`src/hdl/dpr_pkg.sv`:
```
// Purpose: Constants for the discoverable parameter table
// Assumes: AHB-Lite word access, one table byte per word
// Notes:   Table bytes sit in the low byte, upper bits read zero
//
// How it works
// - Padding parameter opens with F0h; every byte past its length is FFh.
// - Byte two holds following count; next parameter sits at pos+len+1.
// - Padding may repeat with other lengths to reserve or align space.
// - JEDEC parameter block opens with A5h then length byte 80h.
// - JEDEC content starts at byte three, mirrored from SFDP address 1120h.
// - First dword low byte reads E7h: unused, zero, big buffer, no 4K.
// - First dword byte two reads F3h: quad and dual reads, 3/4 addr bytes.
// - First dword byte one and top byte read FFh.
// - Second dword holds density 07FFFFFFh, low byte first.
// - Third dword low byte 44h, then quad I/O read opcode EBh.
// - Third dword byte two 08h, then quad output read opcode 6Bh.

package dpr_pkg;

  // ----------------------------------------------------------------
  // Bus geometry
  // ----------------------------------------------------------------
  localparam int ADDR_W = 16;
  localparam int IDX_W  = 14;

  // ----------------------------------------------------------------
  // Parameter headers and fill
  // ----------------------------------------------------------------
  localparam logic [7:0] PAD_ID   = 8'hf0;
  localparam logic [7:0] PAD_LEN  = 8'h0f;
  localparam logic [7:0] PAD_FILL = 8'hff;
  localparam logic [7:0] JB_ID    = 8'ha5;
  localparam logic [7:0] JB_LEN   = 8'h80;
  localparam logic [7:0] HDR_LEN  = 8'h02;
  localparam logic [7:0] BLANK    = 8'hff;
  localparam logic [7:0] JB_KNOWN = 8'h0c;

  // ----------------------------------------------------------------
  // Word indices of the table, byte address is four times these
  // ----------------------------------------------------------------
  localparam logic [13:0] IDX_PAD  = 14'h0000;
  localparam logic [13:0] IDX_JB   = IDX_PAD + {6'h00, PAD_LEN}
                                     + {6'h00, HDR_LEN};
  localparam logic [13:0] IDX_JB_NEXT = IDX_JB + {6'h00, JB_LEN}
                                        + {6'h00, HDR_LEN};
  localparam logic [13:0] IDX_SFDP = 14'h1120;
  localparam logic [13:0] IDX_SFDP_END = IDX_SFDP + {6'h00, JB_LEN};
  localparam logic [13:0] IDX_CTRL = 14'h2000;
  localparam logic [13:0] IDX_STAT = 14'h2001;

  // ----------------------------------------------------------------
  // Control register
  // ----------------------------------------------------------------
  localparam logic [31:0] CTRL_RST      = 32'h0000_0001;
  localparam int          CTRL_SFDP_BIT = 0;

  // ----------------------------------------------------------------
  // Basic flash parameter fields
  // ----------------------------------------------------------------
  localparam logic [2:0] DW1_UNUSED  = 3'h7;
  localparam logic [1:0] DW1_SR_WR   = 2'h0;
  localparam logic       DW1_BIG_BUF = 1'h1;
  localparam logic [1:0] DW1_NO_4K   = 2'h3;
  localparam logic [7:0] DW1_OP_4K   = 8'hff;
  localparam logic       DW1_UNUSED1 = 1'h1;
  localparam logic       DW1_QO_RD   = 1'h1;
  localparam logic       DW1_QIO_RD  = 1'h1;
  localparam logic       DW1_DIO_RD  = 1'h1;
  localparam logic       DW1_DDR     = 1'h0;
  localparam logic [1:0] DW1_ADDR_B  = 2'h1;
  localparam logic       DW1_DO_RD   = 1'h1;
  localparam logic [7:0] DW1_TOP     = 8'hff;
  localparam logic [31:0] DW2_DENSITY = 32'h07ff_ffff;
  localparam logic [2:0] DW3_QIO_MODE  = 3'h2;
  localparam logic [4:0] DW3_QIO_DUMMY = 5'h04;
  localparam logic [7:0] DW3_QIO_OP    = 8'heb;
  localparam logic [2:0] DW3_QO_MODE   = 3'h0;
  localparam logic [4:0] DW3_QO_DUMMY  = 5'h08;
  localparam logic [7:0] DW3_QO_OP     = 8'h6b;

  localparam logic [31:0] JB_DW1 = {DW1_TOP,
    DW1_UNUSED1, DW1_QO_RD, DW1_QIO_RD, DW1_DIO_RD, DW1_DDR, DW1_ADDR_B,
    DW1_DO_RD, DW1_OP_4K, DW1_UNUSED, DW1_SR_WR, DW1_BIG_BUF, DW1_NO_4K};
  localparam logic [31:0] JB_DW3 = {DW3_QO_OP, DW3_QO_MODE, DW3_QO_DUMMY,
    DW3_QIO_OP, DW3_QIO_MODE, DW3_QIO_DUMMY};

  // ----------------------------------------------------------------
  // AHB encodings
  // ----------------------------------------------------------------
  localparam logic [1:0] HTRANS_NONSEQ = 2'h2;
  localparam logic       HRESP_OKAY    = 1'h0;

endpackage

```
`src/hdl/dpr_rom_top.sv`:
```
// Purpose: AHB-Lite slave presenting the discoverable parameter table
// Assumes: Single word transfers, one master, same clock
// Notes:   Zero wait states; writes to the table are dropped and counted

`timescale 1ns/1ns
`default_nettype none

module dpr_rom_top
  import dpr_pkg::*;
(
  // Clock and reset
  input  wire logic        clk_in,
  input  wire logic        rst_in,
  // AHB-Lite address phase
  input  wire logic        hsel_in,
  input  wire logic [31:0] haddr_in,
  input  wire logic [1:0]  htrans_in,
  input  wire logic        hwrite_in,
  input  wire logic [2:0]  hsize_in,
  input  wire logic        hready_in,
  // AHB-Lite data phase
  input  wire logic [31:0] hwdata_in,
  output logic      [31:0] hrdata_out,
  output logic             hreadyout_out,
  output logic             hresp_out
);

  // ----------------------------------------------------------------
  // Address phase decode
  // ----------------------------------------------------------------
  logic             take;
  logic [IDX_W-1:0] idx;
  logic             in_pad;
  logic             in_jb;
  logic             in_sfdp;
  logic             in_ctrl;
  logic             in_stat;
  logic             in_table;
  logic [31:0]      ctrl;
  logic [15:0]      dropped;
  logic [IDX_W-1:0] last_rd;

  // Only whole words travel; hsize is not checked
  assign take = hsel_in && hready_in && htrans_in[1];
  assign idx  = haddr_in[IDX_W+1:2];

  assign in_pad  = (idx >= IDX_PAD) && (idx < IDX_JB);
  assign in_jb   = (idx >= IDX_JB) && (idx < IDX_JB_NEXT);
  assign in_sfdp = ctrl[CTRL_SFDP_BIT] && (idx >= IDX_SFDP)
                   && (idx < IDX_SFDP_END);
  assign in_ctrl = (idx == IDX_CTRL);
  assign in_stat = (idx == IDX_STAT);
  assign in_table = in_pad || in_jb || in_sfdp;

  // ----------------------------------------------------------------
  // Table lookup
  // ----------------------------------------------------------------
  logic [7:0] pad_ofs;
  logic [7:0] pad_byte;
  logic [7:0] jb_rel;
  logic [7:0] jb_ofs;
  logic [7:0] jb_byte;
  logic [7:0] tbl_byte;

  assign pad_ofs = 8'(idx - IDX_PAD);
  assign jb_rel  = 8'(idx - IDX_JB);

  // One content decoder serves both the parameter and its mirror
  always_comb begin
    if (in_sfdp) begin
      jb_ofs = 8'(idx - IDX_SFDP);
    end else begin
      jb_ofs = jb_rel - HDR_LEN;
    end
  end

  dpr_pad_param #(
    .LEN (PAD_LEN)
  ) u_pad (
    .ofs_in   (pad_ofs),
    .byte_out (pad_byte)
  );

  dpr_jedec_basic u_jb (
    .ofs_in   (jb_ofs),
    .byte_out (jb_byte)
  );

  always_comb begin
    tbl_byte = 8'h00;
    if (in_pad) begin
      tbl_byte = pad_byte;
    end else if (in_sfdp) begin
      tbl_byte = jb_byte;
    end else if (in_jb) begin
      if (jb_rel == 8'h00) begin
        tbl_byte = JB_ID;
      end else if (jb_rel == 8'h01) begin
        tbl_byte = JB_LEN;
      end else begin
        tbl_byte = jb_byte;
      end
    end
  end

  // ----------------------------------------------------------------
  // Read data, captured at the address phase
  // ----------------------------------------------------------------
  logic [31:0] next_rdata;

  always_comb begin
    next_rdata = 32'h0000_0000;
    if (in_table) begin
      next_rdata = {24'h00_0000, tbl_byte};
    end else if (in_ctrl) begin
      next_rdata = ctrl;
    end else if (in_stat) begin
      next_rdata = {2'h0, last_rd, dropped};
    end
  end

  always_ff @(posedge clk_in or posedge rst_in) begin
    if (rst_in) begin
      hrdata_out <= 32'h0000_0000;
    end else if (take && !hwrite_in) begin
      hrdata_out <= next_rdata;
    end
  end

  always_ff @(posedge clk_in or posedge rst_in) begin
    if (rst_in) begin
      last_rd <= 14'h0000;
    end else if (take && !hwrite_in && in_table) begin
      last_rd <= idx;
    end
  end

  // Slave never stalls and never errors
  assign hreadyout_out = 1'b1;
  assign hresp_out     = HRESP_OKAY;

  // ----------------------------------------------------------------
  // Write path
  // ----------------------------------------------------------------
  logic wr_ctrl;
  logic wr_table;

  always_ff @(posedge clk_in or posedge rst_in) begin
    if (rst_in) begin
      wr_ctrl  <= 1'b0;
      wr_table <= 1'b0;
    end else if (hready_in) begin
      wr_ctrl  <= take && hwrite_in && in_ctrl;
      wr_table <= take && hwrite_in && in_table;
    end
  end

  always_ff @(posedge clk_in or posedge rst_in) begin
    if (rst_in) begin
      ctrl <= CTRL_RST;
    end else if (wr_ctrl) begin
      ctrl <= {31'h0000_0000, hwdata_in[CTRL_SFDP_BIT]};
    end
  end

  // Table is constant; a write only bumps a saturating counter
  always_ff @(posedge clk_in or posedge rst_in) begin
    if (rst_in) begin
      dropped <= 16'h0000;
    end else if (wr_table && (dropped != 16'hffff)) begin
      dropped <= dropped + 16'h0001;
    end
  end

  logic rd_take;
  assign rd_take = take && !hwrite_in;
endmodule

`default_nettype wire

```
`src/hdl/dpr_pad_param.sv`:
```
// Purpose: One padding parameter, byte by relative offset
// Assumes: Caller decodes the parameter's range
// Notes:   Length is a parameter so several pads may differ

`timescale 1ns/1ns
`default_nettype none

module dpr_pad_param
  import dpr_pkg::*;
#(
  parameter logic [7:0] LEN = PAD_LEN
) (
  // Offset within the parameter
  input  wire logic [7:0] ofs_in,
  // Byte at that offset
  output logic      [7:0] byte_out
);

  always_comb begin
    unique case (ofs_in)
      8'h00:   byte_out = PAD_ID;
      8'h01:   byte_out = LEN;
      default: byte_out = PAD_FILL;
    endcase
  end

endmodule

`default_nettype wire

```
`src/hdl/dpr_jedec_basic.sv`:
```
// Purpose: Basic flash parameter content, byte by content offset
// Assumes: Offset zero is the first content byte
// Notes:   Dwords are little endian; unmodelled bytes read FFh

`timescale 1ns/1ns
`default_nettype none

module dpr_jedec_basic
  import dpr_pkg::*;
(
  // Offset within the content
  input  wire logic [7:0] ofs_in,
  // Byte at that offset
  output logic      [7:0] byte_out
);

  logic [31:0] dword;

  always_comb begin
    unique case (ofs_in[3:2])
      2'h0:    dword = JB_DW1;
      2'h1:    dword = DW2_DENSITY;
      2'h2:    dword = JB_DW3;
      2'h3:    dword = {4{BLANK}};
    endcase
  end

  // Least significant byte first
  always_comb begin
    if (ofs_in < JB_KNOWN) begin
      byte_out = dword[{ofs_in[1:0], 3'h0} +: 8];
    end else begin
      byte_out = BLANK;
    end
  end

endmodule

`default_nettype wire

```
`config.mk`:
```
export PLATFORM = sky130hd
export DESIGN_NAME = dpr_rom_top
export DESIGN_NICKNAME = d
export VERILOG_FILES = /design/src/hdl/dpr_pkg.sv /design/src/hdl/dpr_rom_top.sv /design/src/hdl/dpr_pad_param.sv /design/src/hdl/dpr_jedec_basic.sv
export SDC_FILE = /design/constraint.sdc
export NUM_CORES = 1
export LEC_CHECK = 0
export ABC_AREA = 1
export ABC_CLOCK_PERIOD_IN_PS = 4220
export BUFFER_PORTS_ARGS = -buffer_cell sky130_fd_sc_hd__buf_4
export CAP_MARGIN = 0
export CORE_UTILIZATION = 40
export DETAILED_ROUTE_END_ITERATION = 10
export PLACE_DENSITY = 0.65
export SETUP_SLACK_MARGIN = 0.1
export SYNTH_ARGS = -nofsm -noshare
export SYNTH_HDL_FRONTEND = slang
export SYNTH_SLANG_ARGS = --single-unit
```
`constraint.sdc`:
```
create_clock -name clk_in -period 4.22 [get_ports clk_in]
set_clock_uncertainty 0.15 [all_clocks]
set_input_delay 0.422 -clock clk_in [delete_from_list [all_inputs] [get_ports clk_in]]
set_output_delay 0.422 -clock clk_in [all_outputs]
set_load 0.005 [all_outputs]
```
-- Word level (Yosys, flattened, before mapping)
Index checks and enable logic that the tools add are counted.
- equality and inequality tests: 8
- shift-type cells: 1
- muxes and demuxes: 12
- bitwise logic cells: 0
- divide/modulo/power cells: 0
- reduce and logical (&&, ||, !) cells: 18
- multipliers: 0
- magnitude comparators: 7
- add/sub/neg operators: 4
- operators with widths (operator ; count):
    case mux 32 bit (4 select lines) ; 1
    two-way mux 30 bit ; 3
    two-way mux 8 bit ; 7
    indexed part select 32 x 6 -> 8 bit ; 1
    == test 14 bit (second input constant) ; 2
    adder 16 x 1 -> 16 bit (second input constant) ; 1
    == test 8 x 1 -> 1 bit (second input constant) ; 2
    zero test 8 bit ; 2
    inequality test 16 bit (second input constant) ; 1
    case mux 8 bit (2 select lines) ; 1
    greater-or-equal comparator 14 x 1 -> 1 bit (second input constant) ; 1
    greater-or-equal comparator 14 x 13 -> 1 bit (second input constant) ; 1
    greater-or-equal comparator 14 x 5 -> 1 bit (second input constant) ; 1
    less-than comparator 14 x 13 -> 1 bit (second input constant) ; 1
    less-than comparator 14 x 5 -> 1 bit (second input constant) ; 1
    less-than comparator 14 x 8 -> 1 bit (second input constant) ; 1
    logical AND 1 bit ; 12
    less-than comparator 8 x 4 -> 1 bit (second input constant) ; 1
    subtractor 8 x 2 -> 8 bit (second input constant) ; 1
    subtractor 8 x 5 -> 8 bit (second input constant) ; 1
    subtractor 8 x 6 -> 8 bit (second input constant) ; 1
    == test 2 bit (second input constant) ; 2
    == test 2 x 1 -> 1 bit (second input constant) ; 1
    zero test 2 bit ; 1
    other kinds (2) ; 3
- memories kept: 0
- input port bits: 74
- bits in read-only memories: 0
- bits in registers: 65
- bits in writable memories: 0
- word-level logic and storage cells: 56
- bits in latches: 0
- output and inout port bits: 34

-- Depth between registers and ports, before layout
- depth after elaboration: 14
- gate-level depth with buffers: 19
- mapped depth without buffers: 19

-- Hierarchy
Synthesis repeated with hierarchy kept, for this count alone.
- cells, all modules: 468
- area, all modules: 3703.6 um^2
- by module, submodules not included (module ; cells each ; instances ; seq. area each (um^2) ; area an instance (um^2)):
    dpr_rom_top ; 408 ; 1 ; 1577.8 ; 3378.2
    dpr_jedec_basic ; 36 ; 1 ; 0.0 ; 210.2
    dpr_pad_param ; 24 ; 1 ; 0.0 ; 115.1

-- Worst setup path after synthesis
OpenSTA, ideal clock, no wires.
- path type: in2reg
- start point: input haddr_in[3]
- end point: register hrdata_out[7]
- data required time: 3.951 ns
- library setup time: 0.119 ns
- data arrival time: 2.410 ns
- path slack: 1.541 ns
- path buffers: 0
- stages on the path: 18
- cells stage by stage: inv_1 ha_1 inv_1 nand2_1 nand2_1 ha_1 nand3_1 nand3b_1 o21ai_0 inv_1 ha_1 nand3b_1 nand3_1 nand3_1 o21bai_1 nand2_1 nand2_1 nand2_1
- cells in the longest elaborated chain, start to end: 14
- elaborated cells between the ends (all ways): 39
- classes of those cells: add/sub (3); order compare (7); eq/ne (7); shift (1); mux (12); reduce/logical (9)
- ends and longest elaborated chain (item ; line ; text):
    start: declaration ; dpr_rom_top.sv:16 ; input wire logic [31:0] haddr_in,
    branches (longest 13 deep; another with subtractor 8 x 5 -> 8 bit) ; - ;
    two-way mux 30 bit (*) ; dpr_rom_top.sv:113 ; if (in_table) begin
    end signal: assignment ; dpr_rom_top.sv:126 ; hrdata_out <= next_rdata;
    end: declaration ; dpr_rom_top.sv:23 ; output logic [31:0] hrdata_out,
Mark *: on every way between the ends. The select of a mux whose other input is x is not followed.
A chain may end at the register's enable or synchronous reset.

-- Worst setup path after layout
Same ends and word-level chain as after synthesis.

==> out/qor.yml <==
clocking:
  ctsResizeCount: 0
  cts_setup_buffers: 0
  clk_latency_ns: 0.34
  cts_buffer_depth: 2
  clkSlewWorstSetupHoldPaths_ns: 0.07
  cts_tree: "yes"
  cts-hold-fix-buffers: 0
  clock-sinks: 63
  cts_root_buf: "clkbuf_8"
  cts_buffers: 9
  h-tree-depth: 3
detailed_routing:
  vias: 3197
  first_pass_iters: 11
  wl_per_cell_um: 13.12
  wl_um: 8332
  ant_nets: 0
  drt_iter0_markers: 145
  drc: 1
  vias_per_cell: 5.035
sta:
  drv_slew: 0
  hold_viol: 0
  tightest_slew_ns: 0.8873
  max-slew-margin-rel: 0.4076
  rsz0062_at_grt: "no"
  post-route-period-util: 0.6772
  clock.fmax_mhz: 349.9
  fin_tns_setup_ns: 0
  fin_crit_ns: 2.858
  final-setup-viol-count: 0
floorplanning:
  core_area_mm2: 0.008848
  start_util: 0.4198
  die-height_um: 98.37
  rows: 34
  io_pins: 108
  die-area_mm2: 0.009677
  dieWidth_um: 98.37
layout:
  synthToLayoutAreaGrowth_pct: 17.95
  fin_util: 0.4952
  layout-drive-gt1-share: 0.1973
  layout_common_cells: "nand2_1 (124), dfrtp_1 (62), buf_4 (53)"
  stdcell_area_mm2: 0.004382
  final_nets: 610
  final_common_cell: "nand2_1"
  antennaDiodeCount: 0
placement:
  port_buffers: 50
  place_congestion: 0.8580
  hpwl_um: 6157
  placed_cell_area_mm2: 0.004150
critical_path:
  crit_arrival_ns: 2.94
  slowest_stage: "ha_1"
  critPathLaunchType: "input pin"
  r2r-end: "hrdata_out[7]"
  worstSetupEndpointType: "flop"
  cp_max_fo: 6
  path_buf_inv: 4
  r2r_slack_ns: 1.48
  path_cells: "buf_4 -> inv_1 -> ha_1 -> inv_1 -> nand2_1 -> nand2_1 -> ha_1 -> nand3_1 -> nand3b_1 -> o21ai_0 -> inv_1 -> ha_1 -> nand3b_1 -> nand3_1 -> nand3_1 -> o21bai_1 -> nand2_1 -> nand2_1 -> nand2_1"
  crit_required_ns: 4.30
  crit_family: "simple AND/OR/NAND/NOR gates"
  crit_type: "input pin to flop"
  rr_worst_depth: 13
  crit_path_frequent_cell: "nand2_1"
  r2r-start: "ctrl[0]"
  slowest_delay_ns: 0.31
grt:
  grt_pass1_vias: 3138
  grt_pass1_wl_um: 14460
  track_usage: 0.1858
  grt_overflow: 0
  antenna_found_initial: 0
  grt_max_degree: 45
run_status:
  failed_checks: "DRC"
  status: "complete, but fails checks"
logic_synthesis:
  synth_edf_count: 0
  async_flop_share: 1.000
  synthFlopType: "dfrtp_1"
  synth.distinct_cells: 44
  synth_top_area_frac: 0.4176
  syn-cell-area_mm2: 0.003715
  synthTopCellsByArea: "dfrtp_1 (42%), nand2_1 (13%), nand3_1 (6.6%)"
  yosysWarnings: 0
  yosysTopAreaCell: "dfrtp_1"
  ys_seq_area_frac: 0.4247
  ys_ff_latch: 63
  syn_inst: 473
  synth.avg_cell_area_um2: 7.854
power_and_ir_drop:
  power_frac_clock: 0.432
  power.leakage_nw: 2.242
  combinationalPowerShare: 0.111
  power_switching_w: 0.0003399
  p_int_w: 0.001041
  p_seq_frac: 0.457
  swShare: 0.2462
  irDropWorstVdd_mv: 0.1398
  powerDensity_mw_per_mm2: 315.1
worst_hold_path:
  hp-class: "input pin to asynchronous set/reset pin"
run:
  drv_cap: 0
-- flip-flops by register name, summed over array words and instances (netlist names) --
name	cells
hrdata_out	30
dropped	16
last_rd	14
ctrl	1
wr_ctrl	1
wr_table	1
-- worst reg2reg max path, delay by kind of cell, from the launching register on --
family | cells | cell delay (ns)
buffers and inverters | 1 | 0.12
AND/OR/NAND/NOR | 9 | 1.01
flip-flops | 1 | 0.57
AO/OA/AOI/OAI | 2 | 0.52
adder cells (fa/ha/maj) | 1 | 0.28
-- power groups by stage --
stage | combinational [W] | clock (W) | sequential [W]
floorplan | 0.000104 | 0 | 0.000639
detailed placement | 0.000154 | 0 | 0.000642
CTS | 0.000155 | 0.000609 | 0.000631
finish | 0.000153 | 0.000597 | 0.000631
global placement | 0.000150 | 0 | 0.000642
global route | 0.000176 | 0.000631 | 0.000633
-- metal layers --
metal | part of all wire | routed length [um] | track usage
met1 | 0.47 | 3899 | 0.2413
met2 | 0.49 | 4055 | 0.3126
met3 | 0.033 | 278 | 0.03651
met4 | 0.012 | 99 | 0.05855
met5 | 0 | 0 | 0
-- layout make-up --
type,instances,area (um^2)
Clock buffer,11,151.4
Clock inverter,5,80.08
Fill cell,886,4467
Inverter,59,226.5
Multi-Input combinational cell,336,1813
Sequential cell,63,1578
Tap cell,108,135.1
Timing Repair Buffer,53,397.9
-- kinds of logic after synthesis --
family / after synthesis / share of synthesized area
flops: 63 / 0.4247
xor+xnor: 15 / 0.03537
fa+ha+maj: 14 / 0.04715
other cells: 2 / 0.002022
buf+inv: 76 / 0.08925
simple gates: 247 / 0.3052
compound gates: 55 / 0.09330
mux: 1 / 0.003031
-- worst max path at each step --
stage / from / endpoint / slack (ns) / depth (start not counted)
final: haddr_in[3] / hrdata_out[7] / 1.36 / 19
after global routing: haddr_in[3] / hrdata_out[7] / 1.10 / 19
after CTS: haddr_in[3] / hrdata_out[7] / 1.37 / 19
after detailed placement: haddr_in[3] / hrdata_out[7] / 1.02 / 19
after global placement: haddr_in[3] / hrdata_out[7] / 1.11 / 19
after floorplan: haddr_in[3] / hrdata_out[7] / 1.54 / 18
-- synth_stat cells (5+ instances only) --
library cell	count
nand3_1	49
o21ai_0	24
o41ai_1	11
nor3_1	9
nand2_1	124
xor2_1	13
clkbuf_1	6
inv_2	5
nand2_2	8
ha_1	14
buf_4	5
nor2_1	30
dfrtp_1	62
nand4_1	9
a21oi_1	8
inv_1	52
-- stage by stage --
step	total power [W]	std cells	setup slack, ns	hold WS [ns]
after detailed placement	0.0007967	619	1.019	0.3074
after global placement	0.0007913	619	1.109	0.3051
final	0.001381	635	1.362	0.1266
after global routing	0.001440	635	1.103	0.1576
after floorplan	0.0007437	475	1.541	0.2916
after CTS	0.001395	635	1.369	0.1503
(Power assumes the default switching activity.)
